`src/io_decode_pkg.sv`:
```
/*
  io_decode_pkg: constants, types and helper functions shared by the
  I/O space decode and cycle control block.
  Assumes a single system clock and a bus master that holds its request
  fields stable while the I/O request is low.
*/
package io_decode_pkg;

  // bank code that selects the internal register bank
  localparam logic [2:0] BANK_INTERNAL = 3'h0;

  // cycle type encoding
  localparam logic [1:0] CT_SLOW = 2'h0;
  localparam logic [1:0] CT_MEDIUM = 2'h1;
  localparam logic [1:0] CT_FAST = 2'h2;
  localparam logic [1:0] CT_SYNC = 2'h3;

  // extra system clock cycles added to a peripheral cycle, per type
  localparam logic [2:0] EXTRA_SLOW = 3'h4;
  localparam logic [2:0] EXTRA_MEDIUM = 3'h3;
  localparam logic [2:0] EXTRA_FAST = 3'h2;
  localparam logic [2:0] EXTRA_SYNC = 3'h1;

  // an internal register access takes this many clock cycles, no wait states
  localparam int INTERNAL_ACCESS_CYCLES = 2;

  // reset values: active-low selects all negated, register index and wait count zero
  localparam logic [6:0] SELECT_IDLE = 7'h7F;
  localparam logic [4:0] REG_INDEX_RESET = 5'h00;
  localparam logic [2:0] COUNT_RESET = 3'h0;

  // request group presented by the bus master
  typedef struct packed {
    logic cs;                          // chip select, high selects this device
    logic [2:0] bank_code;             // bank select
    logic [1:0] cycle_type;            // peripheral timing type
    logic [4:0] register_select_lines; // word index of internal register
    logic write;                       // high for write, low for read
  } io_req_t;

  // internal register bank access towards the register file
  typedef struct packed {
    logic strobe;     // high for the whole internal access
    logic write;      // direction of that access
    logic [4:0] index; // word index of the register
  } reg_access_t;

  // one-hot controller states
  typedef enum logic [3:0] {
    ST_IDLE = 4'b0001,
    ST_WAIT = 4'b0010,
    ST_GRANT = 4'b0100,
    ST_INT = 4'b1000
  } ctl_state_t;

  // number of extra cycles for a given cycle type
  function automatic logic [2:0] extra_cycles(input logic [1:0] ctype);
    logic [2:0] n;
    n = EXTRA_SLOW;
    case (ctype)
      CT_SLOW: n = EXTRA_SLOW;
      CT_MEDIUM: n = EXTRA_MEDIUM;
      CT_FAST: n = EXTRA_FAST;
      default: n = EXTRA_SYNC;
    endcase
    return n;
  endfunction : extra_cycles

  // active-low one-hot select for banks 1..7; bank 0 selects nothing
  function automatic logic [6:0] bank_select_n(input logic [2:0] bank);
    logic [6:0] sel;
    sel = SELECT_IDLE;
    if (bank != BANK_INTERNAL) begin
      sel[bank - 3'h1] = 1'b0;
    end
    return sel;
  endfunction : bank_select_n

endpackage : io_decode_pkg

```
`src/wait_counter.sv`:
```
/*
  wait_counter: down-counter that holds the remaining extra cycles of a
  peripheral access.
  Assumes load and run are never both high in one cycle's intent; load wins.
*/
`timescale 1ns/1ps

module wait_counter (
  input wire logic mclk,
  input wire logic rst_b,
  input wire logic load,
  input wire logic [2:0] load_value,
  input wire logic run,
  output logic expired
);
  import io_decode_pkg::*;

  logic [2:0] count_q;

  // load on the take edge, then count down to zero and stay there
  always_ff @(posedge mclk) begin
    if (!rst_b) begin
      count_q <= COUNT_RESET;
    end else if (load) begin
      count_q <= load_value;
    end else if (run && count_q != COUNT_RESET) begin
      count_q <= count_q - 3'h1;
    end
  end

  assign expired = (count_q == COUNT_RESET);

endmodule : wait_counter

```
`src/io_space_decode.sv`:
```
/*
  io_space_decode: bank decode, cycle timing and bus latch control for the
  I/O controller on the request/grant bus.
  Assumes all inputs are synchronous to mclk and that the master keeps the
  request group stable while io_cycle_request_n is low.
*/
// Operation
// - bank code zero selects the internal register bank, others external.
// - each nonzero bank drives exactly one distinct active-low peripheral select.
// - cycle type picks one of four timings for peripheral data transfers.
// - peripheral cycles stretch by whole extra clocks depending on type.
// - internal register accesses have no wait states, two clock cycles.
// - internal access only with bank zero and chip select high.
// - internal register chosen by five select lines, one per word.
// - cycle type ignored for internal register accesses.
// - device alone drives latch control and both buffer enables.
// - active-low write strobe times external peripheral writes by type.
// - grant low ends cycle; completion when grant and request low together.
// - cycle type codes: 0 slow, 1 medium, 2 fast, 3 synchronous.
// - latch control high for internal or unselected, low for peripheral data.
// - buffer enables follow reads and writes of any bus device, even unselected.
`timescale 1ns/1ps

module io_space_decode (
  input wire logic mclk,
  input wire logic rst_b,
  input io_decode_pkg::io_req_t bus_req,
  input wire logic io_cycle_request_n,
  output logic [6:0] peripheral_select_n,
  output logic periph_read_strobe_n,
  output logic periph_write_strobe_n,
  output logic data_latch_ctrl_n,
  output logic data_latch_ctrl_oe,
  output logic read_buffer_en_n,
  output logic write_buffer_en_n,
  output logic io_cycle_grant_n,
  output logic io_cycle_grant_oe,
  output io_decode_pkg::reg_access_t reg_access
);
  import io_decode_pkg::*;

  ctl_state_t state_q;
  ctl_state_t state_d;
  logic [6:0] select_q;
  logic read_strobe_n_q;
  logic write_strobe_n_q;
  logic latch_oe_q;
  logic rbe_q;
  logic wbe_q;
  logic grant_oe_q;
  reg_access_t reg_q;
  logic request;
  logic selected;
  logic take_internal;
  logic take_periph;
  logic completion;
  logic hold_internal;
  logic wait_expired;
  logic [2:0] wait_load_value;

  // request qualifiers; chip select low leaves the request to other devices
  // on the bus, so only the buffer enables and the grant-gated completion look at a bare request
  assign request = !io_cycle_request_n;
  assign selected = request && bus_req.cs;
  assign take_internal = selected && (bus_req.bank_code == BANK_INTERNAL);
  assign take_periph = selected && (bus_req.bank_code != BANK_INTERNAL);
  // completion is the edge on which our grant and the request are both low
  assign completion = grant_oe_q && request;
  // type decides the stretch; internal accesses never consult it
  assign wait_load_value = extra_cycles(bus_req.cycle_type);
  // an internal access stays open for its second cycle, which is when grant is driven low
  assign hold_internal = (state_q == ST_INT) && (state_d == ST_INT);

  // stretch counter: loaded on the take edge, counts only while waiting,
  // so an abandoned cycle leaves a stale count that the next take overwrites
  wait_counter u_wait_counter (
    .mclk(mclk),
    .rst_b(rst_b),
    .load(state_q == ST_IDLE && take_periph),
    .load_value(wait_load_value),
    .run(state_q == ST_WAIT),
    .expired(wait_expired)
  );

  // next state; a request dropped mid-cycle abandons the cycle cleanly.
  // the master may raise its request at any edge, so every busy state
  // checks for it before anything else
  always_comb begin
    state_d = state_q;
    case (state_q)
      ST_IDLE: begin
        if (take_internal) begin
          state_d = ST_INT;
        end else if (take_periph) begin
          state_d = ST_WAIT;
        end
      end
      ST_INT: begin
        if (!selected || completion) begin
          state_d = ST_IDLE;
        end
      end
      ST_WAIT: begin
        if (!selected) begin
          state_d = ST_IDLE;
        end else if (wait_expired) begin
          state_d = ST_GRANT;
        end
      end
      ST_GRANT: begin
        if (!selected || completion) begin
          state_d = ST_IDLE;
        end
      end
      default: begin
        state_d = ST_IDLE;
      end
    endcase
  end

  // controller state register
  always_ff @(posedge mclk) begin
    if (!rst_b) begin
      state_q <= ST_IDLE;
    end else begin
      state_q <= state_d;
    end
  end

  // grant: driven low one cycle before the completion edge, so an internal
  // access completes on the second edge after its take edge and a peripheral
  // one that many edges plus its stretch; never raised once the request is gone
  always_ff @(posedge mclk) begin
    if (!rst_b) begin
      grant_oe_q <= 1'b0;
    end else begin
      grant_oe_q <= (hold_internal || state_d == ST_GRANT) && !completion;
    end
  end

  // peripheral select held from the take edge until completion or abort;
  // it is cleared on the same edge as grant so no select outlives its cycle
  always_ff @(posedge mclk) begin
    if (!rst_b) begin
      select_q <= SELECT_IDLE;
    end else if (state_q == ST_IDLE && take_periph) begin
      select_q <= bank_select_n(bus_req.bank_code);
    end else if (state_d == ST_IDLE) begin
      select_q <= SELECT_IDLE;
    end
  end

  // read and write strobes span the whole stretched peripheral cycle; they are
  // kept active low in the flip-flops so the pins need no gate after them
  always_ff @(posedge mclk) begin
    if (!rst_b) begin
      read_strobe_n_q <= 1'b1;
      write_strobe_n_q <= 1'b1;
    end else if (state_q == ST_IDLE && take_periph) begin
      read_strobe_n_q <= bus_req.write;
      write_strobe_n_q <= !bus_req.write;
    end else if (state_d == ST_IDLE) begin
      read_strobe_n_q <= 1'b1;
      write_strobe_n_q <= 1'b1;
    end
  end

  // latch control: pulled low only while a peripheral cycle is open, so the
  // latches stay transparent for internal accesses and when not selected
  always_ff @(posedge mclk) begin
    if (!rst_b) begin
      latch_oe_q <= 1'b0;
    end else begin
      latch_oe_q <= (state_d == ST_WAIT || state_d == ST_GRANT);
    end
  end

  // buffer enables follow any request on the bus, chip select or not;
  // they lag the request by one edge since every output is registered,
  // a limitation the bus master must allow for before data is driven
  always_ff @(posedge mclk) begin
    if (!rst_b) begin
      rbe_q <= 1'b1;
      wbe_q <= 1'b1;
    end else begin
      rbe_q <= !(request && !bus_req.write);
      wbe_q <= !(request && bus_req.write);
    end
  end

  // internal register access: index from the word select lines; only the
  // strobe is dropped at the end, the other fields keep the last access
  // so a register file may read them without extra hold logic
  always_ff @(posedge mclk) begin
    if (!rst_b) begin
      reg_q.strobe <= 1'b0;
      reg_q.write <= 1'b0;
      reg_q.index <= REG_INDEX_RESET;
    end else if (state_q == ST_IDLE && take_internal) begin
      reg_q.strobe <= 1'b1;
      reg_q.write <= bus_req.write;
      reg_q.index <= bus_req.register_select_lines;
    end else if (state_d == ST_IDLE) begin
      reg_q.strobe <= 1'b0;
    end
  end

  // outputs, each straight from a flip-flop; the two open-drain pins carry
  // a constant low value and are steered by their registered enables
  assign peripheral_select_n = select_q;
  assign periph_read_strobe_n = read_strobe_n_q;
  assign periph_write_strobe_n = write_strobe_n_q;
  assign data_latch_ctrl_n = 1'b0; // open drain: only ever pulls low
  assign data_latch_ctrl_oe = latch_oe_q;
  assign read_buffer_en_n = rbe_q;
  assign write_buffer_en_n = wbe_q;
  assign io_cycle_grant_n = 1'b0; // open drain: only ever pulls low
  assign io_cycle_grant_oe = grant_oe_q;
  assign reg_access = reg_q;

endmodule : io_space_decode

```
`config.mk`:
```
export PLATFORM = sky130hd
export DESIGN_NAME = io_space_decode
export DESIGN_NICKNAME = d
export VERILOG_FILES = /design/src/io_decode_pkg.sv /design/src/wait_counter.sv /design/src/io_space_decode.sv
export SDC_FILE = /design/constraint.sdc
export NUM_CORES = 1
export LEC_CHECK = 0
export BUFFER_PORTS_ARGS = -buffer_cell sky130_fd_sc_hd__buf_2
export CAP_MARGIN = 15
export CORE_ASPECT_RATIO = 1.25
export CORE_UTILIZATION = 50
export DETAILED_ROUTE_END_ITERATION = 12
export PLACE_DENSITY = 0.77
export SYNTH_ARGS = -nofsm -noshare
export SYNTH_HDL_FRONTEND = slang
export SYNTH_SLANG_ARGS = --single-unit
```
`constraint.sdc`:
```
create_clock -name mclk -period 2.16 [get_ports mclk]
set_clock_uncertainty 0.1 [all_clocks]
set_input_delay 0.432 -clock mclk [delete_from_list [all_inputs] [get_ports mclk]]
set_output_delay 0.432 -clock mclk [all_outputs]
set_load 0.005 [all_outputs]
```
# Yosys cells after proc, flatten, opt, wreduce, memory -nomap -nowiden
# Cells that the tools add are included.
word_totals:
  register_bits: 27
  inputBits: 15
  out_inout_bits: 22
  elab_cells: 76
classes:
  add_sub_neg: 2
  magnitude_cmp: 2
  eq_ne: 10
  muxes: 19
  bitwise_logic: 1
  n_reduce_logical: 30
op_table:
  columns: ["operator", "count"]
  rows:
  - ["7-bit two-way mux", 3]
  - ["4-bit two-way mux", 5]
  - ["1-bit logical AND", 12]
  - ["4-bit one-hot mux with 3 select lines", 1]
  - ["3-bit one-hot mux with 3 select lines", 1]
  - ["4-bit by 1-bit == test with 1-bit output, second input constant", 2]
  - ["4-bit by 2-bit == test with 1-bit output, second input constant", 2]
  - ["4-bit by 3-bit == test with 1-bit output, second input constant", 2]
  - ["4-bit == test, second input constant", 2]
  - ["7-bit NOT", 1]
  - ["1-bit zero test", 6]
  - ["3-bit zero test", 2]
  - ["1-bit two-way mux", 6]
  - ["3-bit two-way mux", 2]
  - ["2-bit nonzero test", 3]
  - ["3-bit nonzero test", 2]
  - ["3-bit by 1-bit subtractor with 3-bit output, second input constant", 2]
  - ["3-bit by 4-bit less-than comparator with 1-bit output, second input constant", 1]
  - ["1-bit demux with 3-bit select", 1]
  - ["3-bit by 1-bit >= comparator with 1-bit output, second input constant", 1]
  - ["1-bit logical OR", 3]
  - ["2-bit by 1-bit == test with 1-bit output, second input constant", 1]
  - ["2-bit == test, second input constant", 1]
  - ["2-bit zero test", 1]
  - ["2-bit OR reduction", 1]

# Depth between registers and ports, before layout
logic_depth:
  word_depth: 10
  depth_mapped: 6
  ltp_nobuf: 6

# By module
# From an unflattened synthesis, not the netlist that was laid out.
hier_totals:
  cells_unflattened: 126
  area_unflattened_um2: 1237.4
modules_own_cells:
  columns: ["mod", "instances", "cells_per_inst", "area_per_inst_um2", "seq_area_each_um2"]
  rows:
  - ["io_space_decode", 1, 105, 1052.3, 480.5]
  - ["wait_counter", 1, 21, 185.2, 60.1]

# Worst setup path before layout
# No wires, ideal clock.
synth_timing:
  kind: "input to register"
  from: "input bus_req[8] (netlist name)"
  to: "register read_strobe_n_q (netlist: periph_read_strobe_n)"
  setup_time_ns: 0.123
  arrival_ns: 1.462
  t_required_ns: 1.937
  setup_slack_ns: 0.475
  cell_stages: 6
  path_buffers: 0
  path_cell_list: "inv_1 ha_1 nand2b_1 nand3_1 nand4_2 o32a_2"
synth_via:
  elab_chain_cells: 7
  elab_cells_between_ends: 11
  classes_between: "eq/ne: 1; mux: 4; reduce/logical: 6"
synth_rtl:
  columns: ["item", "line_no", "text"]
  rows:
  - ["start, declared", "io_space_decode.sv:27", "input io_decode_pkg::io_req_t bus_req,"]
  - ["3-bit nonzero test", "io_space_decode.sv:66", "assign take_periph = selected && (bus_req.bank_code != BANK_INTERNAL);"]
  - ["1-bit logical AND", "io_space_decode.sv:66", null]
  - ["4-bit two-way mux", "io_space_decode.sv:94", "end else if (take_periph) begin"]
  - ["4-bit two-way mux", "io_space_decode.sv:92", "if (take_internal) begin"]
  - ["4-bit one-hot mux with 3 select lines", "io_space_decode.sv:90", "case (state_q)"]
  - ["4-bit by 1-bit == test with 1-bit output", "io_space_decode.sv:162", "end else if (state_d == ST_IDLE) begin"]
  - ["2-bit nonzero test (no line)", null, null]
  - ["end signal, assigned", "io_space_decode.sv:160", "read_strobe_n_q <= bus_req.write;"]
  - ["end, declared", "io_space_decode.sv:45", "logic read_strobe_n_q;"]
# Several ways; a longest one is shown, not always the timed one.
# A chain may end at the register's enable or synchronous reset.

# Final worst setup path
layout_timing:
  from: "register state_q[0]"
  to: "register reg_q, in the netlist reg_access[0]"
layout_via:
  elab_chain_cells: 2
layout_rtl:
  columns: ["item", "line_no", "text"]
  rows:
  - ["start, declared", "io_space_decode.sv:42", "ctl_state_t state_q;"]
  - ["start signal, assigned", "io_space_decode.sv:126", "state_q <= state_d;"]
  - ["4-bit by 1-bit == test with 1-bit output", "io_space_decode.sv:199", "end else if (state_q == ST_IDLE && take_internal) begin"]
  - ["1-bit logical AND", "io_space_decode.sv:199", null]
  - ["end, declared", "io_space_decode.sv:51", "reg_access_t reg_q;"]
# Every way passes these cells.

==> flow_metrics.tcl <==
set metrics [dict create \
    yosys.area.top_type "dfxtp_1" \
    fin_crit_sh_pct 89.13 \
    slew_headroom_pct 64.63 \
    p_switching_mw 0.2269 \
    first_pass_iters 6 \
    synth_top_area_share_pct 42.44 \
    cts_made_buffers 3 \
    switching_share_pct 26.35 \
    io_pins 37 \
    antenna_cells 0 \
    antenna_found_initial 0 \
    start_kind "flip-flop" \
    vias 1060 \
    cellInternalPower_mw 0.6342 \
    worstPathRequired_ns 2.28 \
    rsz0062_at_grt "false" \
    nets 190 \
    setup_viol 0 \
    die_y_um 58.43 \
    yosys-top-cells-area "dfxtp_1 42%, ha_1 6.9%, o32a_2 4.4%" \
    cp-end-kind "flip-flop" \
    clockPowerShare_pct 25.9 \
    finalHoldViolations 0 \
    grt_pass1_vias 969 \
    place_congestion 0.8102 \
    grt_pass1_wl_mm 4.188 \
    final_cells 200 \
    clk_latency_ns 0.33 \
    combPwrFrac_pct 13.8 \
    ys_seq_area_share_pct 42.44 \
    coreArea_um2 2427 \
    worst-path-buf-inv 0 \
    dieArea_um2 2755 \
    wl_per_cell_um 12.91 \
    clockRootBuffer "clkbuf_4" \
    drv_slew 0 \
    start_util_pct 52.47 \
    gr-usage-all-layers_pct 20.49 \
    grt_max_degree 18 \
    die-width_um 47.15 \
    setup_tns_ns 0 \
    grt_overflow 0 \
    hpwl_mm 1.961 \
    worstPathMaxFanout 14 \
    dp_slack_ns 0.1078 \
    fin_util_pct 61.44 \
    syn_area_per_cell_um2 9.435 \
    hold_path_class "in2reg" \
    yosys_register_bits 27 \
    routed_wl_mm 2.582 \
    cts.htree.levels 1 \
    via_per_inst 5.300 \
    clk_pin_slew_worst_paths_ns 0.15 \
    power_density_nw_per_um2 577.3 \
    crit_chain "nor4b_4, nand4b_1, nand3_1, o21ai_0" \
    drc 0 \
    cp_top_family "simple AND/OR/NAND/NOR gates" \
    fmax_mhz 519.4 \
    outcome "finished, final reports clean" \
    ys_warn_count 0 \
    ir_drop_uv 328.9 \
    tightestPinTransition_ns 0.5277 \
    period_minus_slack_ns 1.925 \
    netlist_area_um2 1274 \
    clock-sinks 27 \
    crit_slowest_cell "nand4b_1" \
    clockBufferDepth 2 \
    cts.repair.resized 0 \
    row_count 20 \
    final_layout_size_suffix_gt1_share_pct 31.74 \
    synthToLayoutAreaGrowth_pct 17.09 \
    cap_violations 0 \
    p_leak_nw 0.6236 \
    drt-initial-drc-count 16 \
    pwr-share-seq_pct 60.4 \
    crit_type "reg2reg" \
    place_inst 196 \
    ys_types 38 \
    ctsHoldBuffers 0 \
    fillers 235 \
    io_buffer_count 34 \
    syn_inst 135 \
    r2r_slack_ns 0.23 \
    post_cts_buffers 0 \
    ant_nets 0 \
    cpPeakStageDelay_ns 0.51 \
    setup_ws_ns 0.2348 \
    cts_tree "built" \
    cp.arrival_ns 2.04 \
]
==> flip-flops by register name, indices dropped and copies added (netlist names) <==
| signal | count |
|---|---|
| periph_read_strobe_n | 1 |
| periph_write_strobe_n | 1 |
| read_buffer_en_n | 1 |
| state_q | 4 |
| peripheral_select_n | 7 |
| u_wait_counter.count_q | 3 |
| io_cycle_grant_oe | 1 |
| data_latch_ctrl_oe | 1 |
| write_buffer_en_n | 1 |
| reg_access | 7 |
==> placed cells by master, fill, tap and decap left out, drive strengths merged, types with 3 or more instances in the layout <==
master | synthesis | routed
ha | 7 | 7
a2bb2oi | 5 | 5
nand2 | 7 | 7
dfxtp | 27 | 27
nand3 | 9 | 9
buf | 4 | 36
a21oi | 5 | 5
o32a | 5 | 5
inv | 9 | 9
nand3b | 3 | 3
nor3 | 4 | 4
o21ai | 6 | 6
nor2 | 10 | 10
nand2b | 3 | 3
clkbuf | 5 | 3
==> metal layers <==
| metal | wire length (um) | share of wire [%] | GRT usage [%] | vias to the layer above |
|---|---|---|---|---|
| met5 | 0 | 0 | 0 | - |
| met4 | 37 | 1.4 | 7.755 | 0 |
| met3 | 102 | 4.0 | 2.454 | 4 |
| met2 | 1312 | 51 | 34.52 | 25 |
| met1 | 1130 | 44 | 26.02 | 484 |
| li1 | - | - | - | 547 |
==> cells by family (layout without fill, tap and decap cells) <==
kind of cell / count (synthesis) / in the layout / share of synthesized area, %
other: 1 / 2 / 0.2944
and+or+nand+nor: 47 / 47 / 22.30
DFF: 27 / 27 / 42.44
muxes: 3 / 3 / 2.554
AOI/OAI and AO/OA: 29 / 29 / 17.48
buffers and inverters: 18 / 49 / 5.991
adders and majority gates: 7 / 7 / 6.876
xor gates and xnor gates: 3 / 3 / 2.063
==> cell type report <==
cell class | instances | area [um2] | share of cell area [%]
tap | 33 | 41.29 | 2.768
inverter | 9 | 33.78 | 2.265
clock inverter | 1 | 7.507 | 0.5034
multi-input combinational | 91 | 660.6 | 44.30
timing repair buffer | 36 | 185.2 | 12.42
sequential | 27 | 540.5 | 36.24
clock buffer | 3 | 22.52 | 1.510
==> per-stage QoR <==
step	instance area [um2]	power, mW	hold WS [ns]
2_1_floorplan	1277	0.6113	0.3479
3_3_place_gp	1461	0.6424	0.3498
3_5_place_dp	1461	0.6485	0.3587
4_1_cts	1491	0.8641	0.2249
5_1_grt	1491	0.8950	0.2130
6_report	1491	0.8610	0.2267
==> cells in the mapped netlist <==
cell       number
nand2_1         7
dfxtp_1        27
a22oi_1         1
or3_1           1
and2_1          1
nand2b_1        3
nor2_1         10
nand4_1         1
a31oi_1         2
mux2_2          2
buf_4           2
a211o_2         1
xnor2_1         1
nor3_1          4
buf_2           1
a211oi_1        1
nand3b_1        3
clkbuf_1        5
a32oi_1         1
o22ai_1         1
nor4_1          2
a2bb2oi_1       5
nand4b_1        1
o21ai_0         6
a2111oi_2       1
and3_2          1
xor2_1          2
buf_1           1
nor4b_4         2
nand3_1         9
inv_1           9
a21oi_1         5
o32a_2          5
nor2b_1         1
mux2i_1         1
nand4_2         1
ha_1            7
conb_1          1
==> worst paths after layout <==
path / end / startpoint / cells after the start
min reg2reg: reg_access[5] / reg_access[5] / 2
max reg2reg: reg_access[0] / state_q[0] / 4
max: reg_access[0] / state_q[0] / 4
min: reg_access[3] / bus_req[4] / 3
==> power groups by stage <==
| stage | Combinational [mW] | Sequential, mW | Clock, mW |
|---|---|---|---|
| finish | 0.119 | 0.520 | 0.223 |
| global route | 0.133 | 0.522 | 0.240 |
| CTS | 0.119 | 0.520 | 0.225 |
| detailed placement | 0.118 | 0.531 | 0 |
| global placement | 0.113 | 0.530 | 0 |
| floorplan | 0.0813 | 0.530 | 0 |
==> tightest hold or removal path, stage by stage <==
cell and delay (ns):
buf_2 0.09, nand2_1 0.04, o21ai_0 0.06
(Power assumes the default switching activity.)
